===== src/pkg/host_port_pkg.sv =====
package host_port_pkg;
  localparam int unsigned ADDR_W = 3;
  localparam int unsigned DATA_W = 16;
  localparam int unsigned NUM_CMD_REGS = 8;
  localparam logic [2:0] CMD_DATA_IDX = 3'h0;
  localparam logic [2:0] CTRL_ALT_STATUS_IDX = 3'h6;
  localparam logic [15:0] REG_RESET_VAL = 16'h0000;
  localparam logic [7:0] DEV_CTRL_RESET_VAL = 8'h00;
  localparam logic [7:0] ALT_STATUS_RESET_VAL = 8'h50;
  localparam int unsigned BUF_DEPTH = 2;
  typedef enum logic [1:0] {
    XFER_IDLE,
    XFER_REQ,
    XFER_SEND,
    XFER_PAUSE
  } xfer_state_t;
endpackage : host_port_pkg


===== src/verilog/ata_host_port.sv =====
`timescale 1ns/10ps
module ata_host_port (
  // Clock, reset, enable
  input wire logic i_clk_sys,
  input wire logic i_rst_n,
  input wire logic i_ce,
  // Host register access
  input wire logic [2:0] i_addr,
  input wire logic i_cmd_block_select_n,
  input wire logic i_ctrl_block_select_n,
  input wire logic i_host_read_strobe_n,
  input wire logic i_host_write_strobe_n,
  input wire logic [15:0] i_data,
  output logic [15:0] o_data,
  output logic o_data_oe,
  // DMA handshake
  input wire logic i_dma_ack_n,
  output logic o_dma_req,
  // Mode and configuration
  input wire logic i_udma_mode,
  input wire logic i_cable_select,
  output logic o_is_slave,
  // Drive-side data source
  input wire logic i_src_valid,
  input wire logic [15:0] i_src_data,
  output logic o_src_ready,
  // Drive-side view of host device-control writes, and the alternate status it supplies
  output logic [7:0] o_dev_ctrl,
  input wire logic [7:0] i_alt_status
);
  logic [15:0] regs_q [0:7];
  logic [15:0] regs_d [0:7];
  logic [7:0] dev_ctrl_q, dev_ctrl_d;
  logic [15:0] data_q, data_d;
  logic data_oe_q, data_oe_d;
  logic dma_req_q, dma_req_d;
  logic is_slave_q, is_slave_d;
  logic strap_done_q, strap_done_d;
  logic src_ready_q, src_ready_d;
  logic wr_prev_q;
  logic [7:0] wr_hit;
  host_port_pkg::xfer_state_t st_q, st_d;
  logic buf_valid, buf_ready, buf_pop, buf_push, host_ready, cmd_sel, ctrl_sel;
  logic [15:0] buf_data;

  function automatic logic [7:0] one_hot(input logic [2:0] a);
    one_hot = 8'h01 << a;
  endfunction : one_hot

  word_buf u_buf (
    .i_clk_sys(i_clk_sys),
    .i_rst_n(i_rst_n),
    .i_ce(i_ce),
    .i_in_valid(buf_push),
    .i_in_data(i_src_data),
    .o_in_ready(buf_ready),
    .o_out_valid(buf_valid),
    .o_out_data(buf_data),
    .i_out_ready(buf_pop)
  );

  always_comb begin
    cmd_sel = !i_cmd_block_select_n && i_ctrl_block_select_n;
    ctrl_sel = !i_ctrl_block_select_n && i_cmd_block_select_n;
    host_ready = !i_host_read_strobe_n;
    wr_hit = one_hot(i_addr);
    buf_push = i_src_valid && src_ready_q;
    buf_pop = 1'b0;
    st_d = st_q;
    dma_req_d = dma_req_q;
    data_d = data_q;
    data_oe_d = 1'b0;
    for (int i = 0; i < 8; i++) begin
      regs_d[i] = regs_q[i];
    end
    dev_ctrl_d = dev_ctrl_q;
    // Writes land on the rising edge of the write strobe
    if (!wr_prev_q && i_host_write_strobe_n && !i_udma_mode) begin
      if (cmd_sel) begin
        for (int i = 0; i < 8; i++) begin
          if (wr_hit[i]) begin
            regs_d[i] = i_data;
          end
        end
      end else if (ctrl_sel && i_addr == host_port_pkg::CTRL_ALT_STATUS_IDX) begin
        dev_ctrl_d = i_data[7:0];
      end
    end
    case (st_q)
      host_port_pkg::XFER_IDLE: begin
        if (buf_valid && i_udma_mode) begin
          dma_req_d = 1'b1;
          st_d = host_port_pkg::XFER_REQ;
        end
      end
      host_port_pkg::XFER_REQ: begin
        if (!i_dma_ack_n) begin
          st_d = host_port_pkg::XFER_SEND;
        end
      end
      host_port_pkg::XFER_SEND: begin
        if (i_dma_ack_n || !i_udma_mode) begin
          dma_req_d = 1'b0;
          st_d = host_port_pkg::XFER_IDLE;
        end else if (!host_ready) begin
          st_d = host_port_pkg::XFER_PAUSE;
          // Keep showing a word already sent, never stale register data
          data_oe_d = data_oe_q;
        end else if (buf_valid) begin
          buf_pop = 1'b1;
          data_d = buf_data;
          data_oe_d = 1'b1;
        end else begin
          dma_req_d = 1'b0;
          st_d = host_port_pkg::XFER_IDLE;
        end
      end
      host_port_pkg::XFER_PAUSE: begin
        if (i_dma_ack_n || !i_udma_mode) begin
          dma_req_d = 1'b0;
          st_d = host_port_pkg::XFER_IDLE;
        end else begin
          data_oe_d = data_oe_q;
          if (host_ready) begin
            st_d = host_port_pkg::XFER_SEND;
          end
        end
      end
      default: st_d = host_port_pkg::XFER_IDLE;
    endcase
    // Ready is registered, so it must already allow for this cycle's push and pop
    src_ready_d = buf_ready && !(buf_valid && buf_push && !buf_pop);
    // PIO and register reads
    if (!i_udma_mode && !i_host_read_strobe_n) begin
      if (cmd_sel) begin
        data_d = regs_q[i_addr];
        data_oe_d = 1'b1;
      end else if (ctrl_sel && i_addr == host_port_pkg::CTRL_ALT_STATUS_IDX) begin
        data_d = {8'h00, i_alt_status};
        data_oe_d = 1'b1;
      end
    end
  end

  // Strap is caught once after reset since it never changes while powered
  always_comb begin
    strap_done_d = 1'b1;
    is_slave_d = strap_done_q ? is_slave_q : i_cable_select;
  end

  always_ff @(posedge i_clk_sys) begin
    if (!i_rst_n) begin
      for (int i = 0; i < 8; i++) begin
        regs_q[i] <= host_port_pkg::REG_RESET_VAL;
      end
      dev_ctrl_q <= host_port_pkg::DEV_CTRL_RESET_VAL;
      data_q <= host_port_pkg::REG_RESET_VAL;
      data_oe_q <= 1'b0;
      dma_req_q <= 1'b0;
      st_q <= host_port_pkg::XFER_IDLE;
      is_slave_q <= 1'b1;
      strap_done_q <= 1'b0;
      src_ready_q <= 1'b0;
      wr_prev_q <= 1'b1;
    end else if (i_ce) begin
      for (int i = 0; i < 8; i++) begin
        regs_q[i] <= regs_d[i];
      end
      dev_ctrl_q <= dev_ctrl_d;
      data_q <= data_d;
      data_oe_q <= data_oe_d;
      dma_req_q <= dma_req_d;
      st_q <= st_d;
      is_slave_q <= is_slave_d;
      strap_done_q <= strap_done_d;
      src_ready_q <= src_ready_d;
      wr_prev_q <= i_host_write_strobe_n;
    end
  end

  assign o_data = data_q;
  assign o_data_oe = data_oe_q;
  assign o_dma_req = dma_req_q;
  assign o_is_slave = is_slave_q;
  assign o_dev_ctrl = dev_ctrl_q;
  // Ready looks one word ahead, so a stalled drain never loses a word
  assign o_src_ready = src_ready_q;
endmodule : ata_host_port


===== src/verilog/word_buf.sv =====
`timescale 1ns/10ps
module word_buf (
  // Clock, reset, enable
  input wire logic i_clk_sys,
  input wire logic i_rst_n,
  input wire logic i_ce,
  // Fill side
  input wire logic i_in_valid,
  input wire logic [15:0] i_in_data,
  output logic o_in_ready,
  // Drain side
  output logic o_out_valid,
  output logic [15:0] o_out_data,
  input wire logic i_out_ready
);
  logic [15:0] mem_q [0:1];
  logic [15:0] mem_d [0:1];
  logic wr_ptr_q, wr_ptr_d, rd_ptr_q, rd_ptr_d;
  logic [1:0] cnt_q, cnt_d;
  logic push, pop;

  always_comb begin
    push = i_in_valid && (cnt_q != 2'(host_port_pkg::BUF_DEPTH));
    pop = i_out_ready && (cnt_q != 2'h0);
    mem_d[0] = mem_q[0];
    mem_d[1] = mem_q[1];
    if (push) begin
      mem_d[wr_ptr_q] = i_in_data;
    end
    wr_ptr_d = push ? ~wr_ptr_q : wr_ptr_q;
    rd_ptr_d = pop ? ~rd_ptr_q : rd_ptr_q;
    cnt_d = cnt_q + {1'b0, push} - {1'b0, pop};
  end

  always_ff @(posedge i_clk_sys) begin
    if (!i_rst_n) begin
      mem_q[0] <= host_port_pkg::REG_RESET_VAL;
      mem_q[1] <= host_port_pkg::REG_RESET_VAL;
      wr_ptr_q <= 1'b0;
      rd_ptr_q <= 1'b0;
      cnt_q <= 2'h0;
    end else if (i_ce) begin
      mem_q[0] <= mem_d[0];
      mem_q[1] <= mem_d[1];
      wr_ptr_q <= wr_ptr_d;
      rd_ptr_q <= rd_ptr_d;
      cnt_q <= cnt_d;
    end
  end

  assign o_in_ready = (cnt_q != 2'(host_port_pkg::BUF_DEPTH));
  assign o_out_valid = (cnt_q != 2'h0);
  assign o_out_data = mem_q[rd_ptr_q];
endmodule : word_buf


===== config.mk =====
export PLATFORM = sky130hd
export DESIGN_NAME = ata_host_port
export DESIGN_NICKNAME = d
export VERILOG_FILES = /design/src/pkg/host_port_pkg.sv /design/src/verilog/ata_host_port.sv /design/src/verilog/word_buf.sv
export SDC_FILE = /design/constraint.sdc
export NUM_CORES = 1
export LEC_CHECK = 0
export ABC_AREA = 1
export BUFFER_PORTS_ARGS = -buffer_cell sky130_fd_sc_hd__buf_2
export CAP_MARGIN = 20
export CORE_MARGIN = 3
export CORE_UTILIZATION = 60
export DETAILED_ROUTE_END_ITERATION = 7
export PLACE_DENSITY = 0.8
export SETUP_SLACK_MARGIN = 0.05
export SLEW_MARGIN = 20
export SYNTH_ARGS = -nofsm -noshare
export SYNTH_HDL_FRONTEND = slang
export SYNTH_SLANG_ARGS = --single-unit
export TNS_END_PERCENT = 20

===== constraint.sdc =====
create_clock -name i_clk_sys -period 2.7 [get_ports i_clk_sys]
set_input_delay 0.135 -clock i_clk_sys [delete_from_list [all_inputs] [get_ports i_clk_sys]]
set_output_delay 0.135 -clock i_clk_sys [all_outputs]
set_load 0.05 [all_outputs]

Word-level counts from Yosys, hierarchy flattened
Memory sizes are Yosys's and may differ from the RTL's. A register that Yosys moved wholly into a read port is not among the register bits.
Index checks and enable logic that the tools add are counted.
{ "classes": {"n_shift": 1, "add_sub_neg": 2, "mux": 62, "reduce_logical": 39, "bitwise": 15, "n_mul": 0, "div": 0, "n_lt_le_gt_ge": 2, "n_eq_ne": 36} }
{ "ops": {"columns": ["op", "n"], "rows": [
  ["two-way mux 16 bit", 26],
  ["two-way mux 128 bit", 2],
  ["AND reduction 4 bit", 9],
  ["!= test 3 bit (second input constant)", 11],
  ["bitwise mux 32 bit", 1],
  ["two-way mux 32 bit", 1],
  ["!= test 2 bit (second input constant)", 12],
  ["two-way mux 1 bit", 21],
  ["demux 16 bit (select 1 bit)", 1],
  ["logical AND 1 bit", 14],
  ["two-way mux 2 bit", 7],
  ["OR 1 bit", 10],
  ["!= test 1 bit (second input constant)", 8],
  ["case mux 2 bit (4 select lines)", 1],
  ["left shift 1 x 3 -> 8 bit (first input constant)", 1],
  ["zero test 1 bit", 7],
  ["AND reduction 2 bit", 3],
  ["AND reduction 6 bit", 1],
  ["AND reduction 5 bit", 1],
  ["== test 2 bit (second input constant)", 2],
  ["!= test 4 bit (second input constant)", 1],
  ["inverter 1 bit", 4],
  ["== test 3 bit (second input constant)", 1],
  ["case mux 1 bit (3 select lines)", 1],
  ["11 further kinds", 11]
]} }
{ "word_totals": {"out_inout_bits": 28, "rom_bits": 0, "elab_cells": 171, "ramBits": 160, "latch_bits": 0, "mem_count": 2, "inputBits": 54, "ff_bits": 36} }
{ "mem_list": {"columns": ["name", "depth", "width", "read_ports", "rd_clocked_by_memory_dff", "wr", "line", "text"], "rows": [
  ["regs_q", 8, 16, 1, 0, 8, "ata_host_port.sv:31", "logic [15:0] regs_q [0:7];"],
  ["u_buf.mem_q", 2, 16, 3, 1, 2, "word_buf.sv:16", "logic [15:0] mem_q [0:1];"]
]} }

Depth between registers and ports, before layout
Gate-level depths: netlist of the first run.
{ "logic_depth": {"depth_word": 9, "depth_mapped": 13, "depth_no_buf": 12} }

Hierarchy
Synthesis of the first run repeated with hierarchy kept, for this count alone.
{ "hier_totals": {"hier_cells": 1021, "area_unflattened_um2": 9364.0} }
{ "modules_own_cells": {"columns": ["mod", "area_each_um2", "seq_area_each_um2", "n_inst", "cells_per_inst"], "rows": [
  ["ata_host_port", 7392.1, 4484.3, 1, 808],
  ["word_buf", 1971.9, 1061.0, 1, 213]
]} }

Worst setup path before layout of the first run
Ideal clock, no wire load.
{ "synth_timing": {"path_type": "register to register", "from": "register wr_prev_q", "to": "memory regs_q[6][0] (enable)", "period_less_slack_ns": 2.301, "t_required_ns": 2.289, "stages_incl_launch_ff": 6, "slack_ns": 0.399, "n_path_buf": 0, "setup_ns": 0.411, "arrival_ns": 1.890, "cell_sequence": "dfxtp_1 -> nor2_1 -> nand2_1 -> nor2_1 -> nand3_1 -> o21ai_0"} }
{ "synth_lines": {"columns": ["element", "line", "text"], "rows": [
  ["start: declaration", "ata_host_port.sv:40", "logic wr_prev_q;"],
  ["start signal: assignment", "ata_host_port.sv:177", "wr_prev_q <= i_host_write_strobe_n;"],
  ["end: declaration", "ata_host_port.sv:31", null]
]} }

==> flow_summary_export.csv, run 1 <==
group,metric,value,unit
worst_setup_path,worstSetupStartpointType,"register",
worst_setup_path,worstPathMaxFanout,17,
clock_tree,ctsResizeCount,0,
synth,synth_area_per_cell,8.776,um^2
synth,syn_inst,1060,
sta,fin_skew,7.244,ps
clock_tree,clk_latency,430,ps
layout,fin_util,71.27,%
sta,setup_violations,0,
sta,tightest_slew,950.5,ps
global_route,grt_start_max_net_pins,52,
clock_tree,cts_htree_levels,4,
clock_tree,cts_root_buf,"clkbuf_16",
global_route,grt.overflow.total,0,
drt,postRouteAntennaNets,0,
worst_setup_path,cp.arrival,2150,ps
place,place_congestion,0.9455,
layout,fin_nets,1201,
sta,layout_worst_path_cycle_share,77.33,%
clock_tree,cts.sinks,197,
sta,min_period,2088,ps
synth,synth_area,0.009303,mm^2
synth,synth_ff_type,"edfxtp_1",
sta,hold-worst-slack,10.06,ps
drt,firstDrtPassIters,6,
sta,rsz0062_at_grt,"false",
power_and_ir_drop,irDropWorstVdd,0.0004841,V
floorplan,rows,44,
global_route,grt_use_total,28.80,%
synth,synth.distinct_cells,31,
floorplan,die_w,130.5,um
layout,syn_to_final_growth,13.88,%
floorplan,initial_core_util,62.58,%
layout,antennaDiodeCount,0,
clock_tree,cts_buffers,17,
floorplan,core_area,0.01486,mm^2
sta,slew_violations,0,
global_route,grt_pass1_vias,7197,
flow_run,drv_cap,0,
drt,drt_iter0_drc,1013,
power_and_ir_drop,p_leak,4.759,nW
power_and_ir_drop,power.density,647.9,mW/mm^2
worst_hold_path,min_path_type,"primary input to register",
floorplan,ios,82,
status,status,"completed",
drt,vias,7697,
worst_setup_path,path_class,"register to register",
drt,routedWlPerCell,17.85,um
sta,max-slew-margin-rel,36.56,%
global_route,grt_pass1_wl,37050,um
layout,drive_gt1_share,13.90,%
layout,post-route-cell-area,0.01059,mm^2
drt,routed_via_density,5.735,
synth,yosysSeqAreaShare,59.61,%
floorplan,dieArea,0.01703,mm^2
synth,synthArstFlopShare,0,%
clock_tree,cts_buffer_depth,2,
clock_tree,postCtsHoldBufs,9,
power_and_ir_drop,power,0.006864,W
synth,synth_edf_count,160,
synth,synth_nets,1116,
global_route,grt_antenna_before_repair,0,
place,hpwl,16250,um
clock_tree,tritoncts,"done",
worst_setup_path,worstSetupEndpointType,"register",
worst_setup_path,cp.required,2760,ps
drt,drc,0,
sta,setup_tns,0,ps
drt,drt-total-wl,23950,um
floorplan,die_h,130.5,um
clock_tree,path_clk_slew,70,ps
place,numPortBuffers,81,
sta,hold_violations,0,
synth,ys_seq_elements,197,
clock_tree,post_cts_buffers,0,
synth,ys_warn_count,0,
sta,fmax,0.4790,GHz
place,post_dp_cell_area,0.009864,mm^2
## critical path: stages (launching register included)
cell,delay (ps)
dfxtp_1,330
nor2_1,100
nand2_1,160
nor4_4,170
buf_4,220
nand2_4,140
nand2_1,580
## cell type report
class                           instances  area [um^2]
Timing Repair Buffer                  118        705.7
Inverter                              101        379.1
Multi-Input combinational cell        710         3094
Tap cell                              184        230.2
Sequential cell                       197         5545
Clock buffer                           20        436.7
Clock inverter                         12        202.7
Fill cell                            1151         4270
## metal layers
layer	global-route usage [%]	routed length, um	vias to the layer above	part of all wire (%)
li1	-	-	3628	-
met1	38.75	9443	3612	39
met2	46.65	11700	399	49
met3	6.301	2139	58	8.9
met4	10.28	671	0	2.8
met5	0	0	-	0
## cells in the mapped netlist (all sizes together) (2+ instances only)
cell	count	share of area, %
o211ai	4	0.32
inv	99	4.0
nor3	5	0.27
nand3	57	3.1
buf	29	2.2
o21ai	50	2.7
nand2	309	13
clkinv	2	0.081
a22oi	7	0.56
nand4	12	0.81
nor2	193	7.9
a21boi	5	0.40
dfxtp	37	8.0
ha	2	0.27
a21oi	59	3.2
edfxtp	160	52
nor4	2	0.36
clkbuf	23	0.93
## cells by family after synthesis
kind of cell             share of synthesized area (%)
adder cells (fa/ha/maj)                         0.2690
AO/OA/AOI/OAI                                    7.492
AND/OR/NAND/NOR                                  25.38
buffers and inverters                            7.155
XOR/XNOR                                       0.09417
flip-flops                                       59.61
## state kept, by name, indices dropped and copies added, names as in the netlist, named ones only
signal,count
o_is_slave,1
strap_done_q,1
o_src_ready,1
u_buf.cnt_q,2
regs_q,128
o_dma_req,1
o_data,16
wr_prev_q,1
u_buf.rd_ptr_q,1
o_dev_ctrl,8
st_q,2
o_data_oe,1
u_buf.mem_q,32
u_buf.wr_ptr_q,1
## final timing paths
check | start | to | slack, ps | cells after the start
min reg2reg | strap_done_q$_SDFFE_PN0P_ | strap_done_q$_SDFFE_PN0P_ | 470 | 2
max | wr_prev_q$_SDFFE_PN1P_ | regs_q[1][13]$_SDFFCE_PN0P_ | 610 | 6
max reg2reg | wr_prev_q$_SDFFE_PN1P_ | regs_q[1][13]$_SDFFCE_PN0P_ | 610 | 6
min | i_data[12] | regs_q[7][12]$_DFFE_PP_ | 10 | 3
## report_power, final
part	switching (W)	total (W)	internal (W)
Sequential	0.0000616	0.00349	0.00342
Clock	0.00112	0.00277	0.00165
Combinational	0.000435	0.000607	0.000172
## cell usage in the layout (no fill, tap or decap)
cell / n
inv_2: 5
clkinv_2: 2
o21ai_1: 2
xor2_1: 1
nor2_2: 6
ha_1: 2
nor4_2: 1
clkinvlp_4: 1
o211ai_1: 4
a21boi_0: 5
bufinv_16: 5
inv_1: 94
nand2_2: 6
dfxtp_1: 37
buf_2: 81
a22oi_1: 7
o22ai_1: 1
a41oi_1: 1
clkinv_1: 2
nor2_1: 187
clkinv_4: 2
clkbuf_16: 17
o21ai_0: 48
nand2_1: 299
nand2_4: 4
nor4_4: 1
nor3_1: 5
edfxtp_1: 160
nand4_1: 12
o21a_1: 1
a211o_1: 1
a21oi_1: 59
dlygate4sd3_1: 9
nand3_1: 57
inv_6: 2
buf_4: 28
clkbuf_1: 3
## metrics by stage
stage | cells | worst slack (ps)
after floorplan | 1060 | 399.1
after CTS | 1342 | 626.9
after global routing | 1342 | 481.6
final | 1342 | 612.1
after global placement | 1301 | 717.1
after detailed placement | 1301 | 663.2
Note: power is estimated with default switching activity, not from simulation.
==> run 2, diff against run 1 <==
- clock period: 2.7 -> 2.1 ns (I/O delays scaled with it)
==> run 2 against run 1 <==
Net effect: core utilization is 0.95 points higher; largest cell class unchanged; fmax up 16%; combinational power grew 32%; critical path type unchanged.
==> flow_summary_export.csv, run 2 (synthesis gave the netlist of run 1 again) <==
group,metric,value,unit
status,status,"completed",
worst_setup_path,crit_family,"compound AO/OA/AOI/OAI gates",
drt,vias,7685,
worst_setup_path,worstPathMaxFanout,5,
flow_run,drv_cap,0,
place,pre_cts_slack,236.4,ps
global_route,grt.overflow.total,0,
worst_setup_path,path_common_cell,"inv_1",
worst_setup_path,cp_cell_sequence,"inv_1 > nand2_1 > nor2_1 > nand2_1 > inv_1 > ha_1 > inv_1 > ha_1 > a21oi_1 > o21a_1 > o21ai_0 > a21oi_1",
worst_setup_path,cp_slowest_cell,"dfxtp_1",
layout,syn_to_final_growth,15.40,%
layout,antennaDiodeCount,0,
floorplan,die_h,130.5,um
floorplan,ios,82,
sta,fmax,0.5574,GHz
sta,fin_skew,9.369,ps
floorplan,dieArea,0.01703,mm^2
place,hpwl,15690,um
worst_setup_path,path_class,"register to register",
drt,routed_via_density,5.655,
clock_tree,postCtsHoldBufs,19,
sta,rsz0062_at_grt,"false",
sta,setup_violations,0,
worst_setup_path,crit_buf_inv,3,
global_route,grt_pass1_vias,7175,
clock_tree,cts.sinks,197,
worst_setup_path,worstSetupStartpointType,"register",
floorplan,die_w,130.5,um
floorplan,initial_core_util,62.58,%
global_route,grt_use_total,28.35,%
worst_setup_path,cpPeakStageDelay,390,ps
layout,regMostFlops,"regs_q",
power_and_ir_drop,combinationalPowerShare,9.3,%
layout,drive_gt1_share,14.38,%
sta,min_period,1794,ps
global_route,grt_start_max_net_pins,52,
global_route,grt_antenna_before_repair,0,
power_and_ir_drop,p_sw_share,24.39,%
power_and_ir_drop,irDropWorstVdd,0.0007733,V
sta,hold-worst-slack,27.27,ps
layout,most-common-layout-cells,"nand2_1 (299), nor2_1 (187), edfxtp_1 (160), inv_1 (94), buf_2 (81)",
clock_tree,tritoncts,"done",
sta,setup_tns,0,ps
clock_tree,cts_htree_levels,4,
clock_tree,clk_latency,440,ps
layout,fin_nets,1218,
power_and_ir_drop,power_frac_clock,38.9,%
place,place_congestion,0.8766,
clock_tree,post_cts_buffers,0,
layout,multiInputGateArea,0.003094,mm^2
worst_setup_path,cp.required,2480,ps
power_and_ir_drop,p_int,0.006530,W
drt,drc,0,
global_route,grt_pass1_wl,36630,um
sta,hold_violations,0,
layout,final_common_cell,"nand2_1",
sta,max-slew-margin-rel,54.52,%
layout,layout.cells.non_filler,1359,
power_and_ir_drop,p_switching,0.002107,W
power_and_ir_drop,seqPwrFrac,51.8,%
drt,drt-total-wl,23340,um
layout,largest_reg_flops,128,
drt,firstDrtPassIters,6,
clock_tree,path_clk_slew,70,ps
layout,fillers,1105,
floorplan,core_area,0.01486,mm^2
floorplan,rows,44,
layout,seq_area,0.005545,mm^2
place,placed_cells,1308,
sta,slew_violations,0,
clock_tree,cts_root_buf,"clkbuf_16",
clock_tree,cts_buffers,17,
worst_hold_path,min_path_type,"primary input to register",
drt,routedWlPerCell,17.17,um
worst_setup_path,cp.arrival,2170,ps
clock_tree,ctsResizeCount,0,
clock_tree,cts_buffer_depth,2,
drt,postRouteAntennaNets,0,
power_and_ir_drop,power.density,804.5,mW/mm^2
sta,worst_slack,306.1,ps
power_and_ir_drop,power,0.008637,W
sta,layout_worst_path_cycle_share,85.43,%
drt,drt_iter0_drc,897,
sta,tightest_slew,676.5,ps
place,numPortBuffers,81,
worst_setup_path,worstSetupEndpointType,"register",
power_and_ir_drop,p_leak,4.818,nW
[run 2: changes by cell type in the layout (fill, tap and decap cells not counted), sizes merged]
cell	previous run	this run
clkbuf	20	18
inv	101	103
buf	109	116
bufinv	5	3
dlygate4sd3	9	19
clkinvlp	1	3
[run 2: layout make-up]
class	instances	share of cell area, %
Inverter	101	3.531
Clock buffer	18	3.998
Sequential cell	197	51.66
Timing Repair Buffer	135	8.228
Multi-Input combinational cell	710	28.82
Clock inverter	14	1.620
Tap cell	184	2.145
[run 2: worst paths after layout]
check                                          startpoint                          endpoint  slack [ps]  cells past startpoint
worst max-delay path                 st_q[0]$_SDFFE_PN0P_       u_buf.cnt_q[1]$_SDFFE_PN0P_         310                     12
worst min-delay path                       i_src_data[12]  u_buf.mem_q[0][12]$_SDFFCE_PN0P_          30                      3
worst max register to register       st_q[0]$_SDFFE_PN0P_       u_buf.cnt_q[1]$_SDFFE_PN0P_         310                     12
worst min register to register  strap_done_q$_SDFFE_PN0P_         strap_done_q$_SDFFE_PN0P_         470                      2
[run 2: per-layer routing]
| metal | vias to the layer above | track usage [%] | part of all wire, % | routed length (um) |
|---|---|---|---|---|
| met5 | - | 0 | 0 | 0 |
| met4 | 0 | 12.22 | 3.3 | 768 |
| met2 | 427 | 44.10 | 47 | 10920 |
| met3 | 64 | 5.569 | 9.0 | 2093 |
| li1 | 3662 | - | - | - |
| met1 | 3532 | 39.27 | 41 | 9559 |
[run 2: power groups by stage]
stage                     clock [W]  combinational (W)  sequential [W]
after global routing        0.00353           0.000885         0.00449
after floorplan                   0           0.000433         0.00460
final                       0.00336           0.000802         0.00447
after CTS                   0.00338           0.000794         0.00447
after global placement            0           0.000744         0.00455
after detailed placement          0           0.000761         0.00456
[run 2: worst reg2reg max path, stage by stage, from the launching register on]
cell	delay [ps]
dfxtp_1	390
inv_1	70
nand2_1	120
nor2_1	50
nand2_1	80
inv_1	50
ha_1	260
inv_1	40
ha_1	180
a21oi_1	140
o21a_1	150
o21ai_0	70
a21oi_1	130
[run 2: stage by stage]
| step | area (um^2) | utilization (%) |
|---|---|---|
| after global placement | 9942 | 66.89 |
| after CTS | 10740 | 72.22 |
| after detailed placement | 9942 | 66.89 |
| after global routing | 10740 | 72.22 |
| final | 10740 | 72.22 |
| after floorplan | 9303 | - |
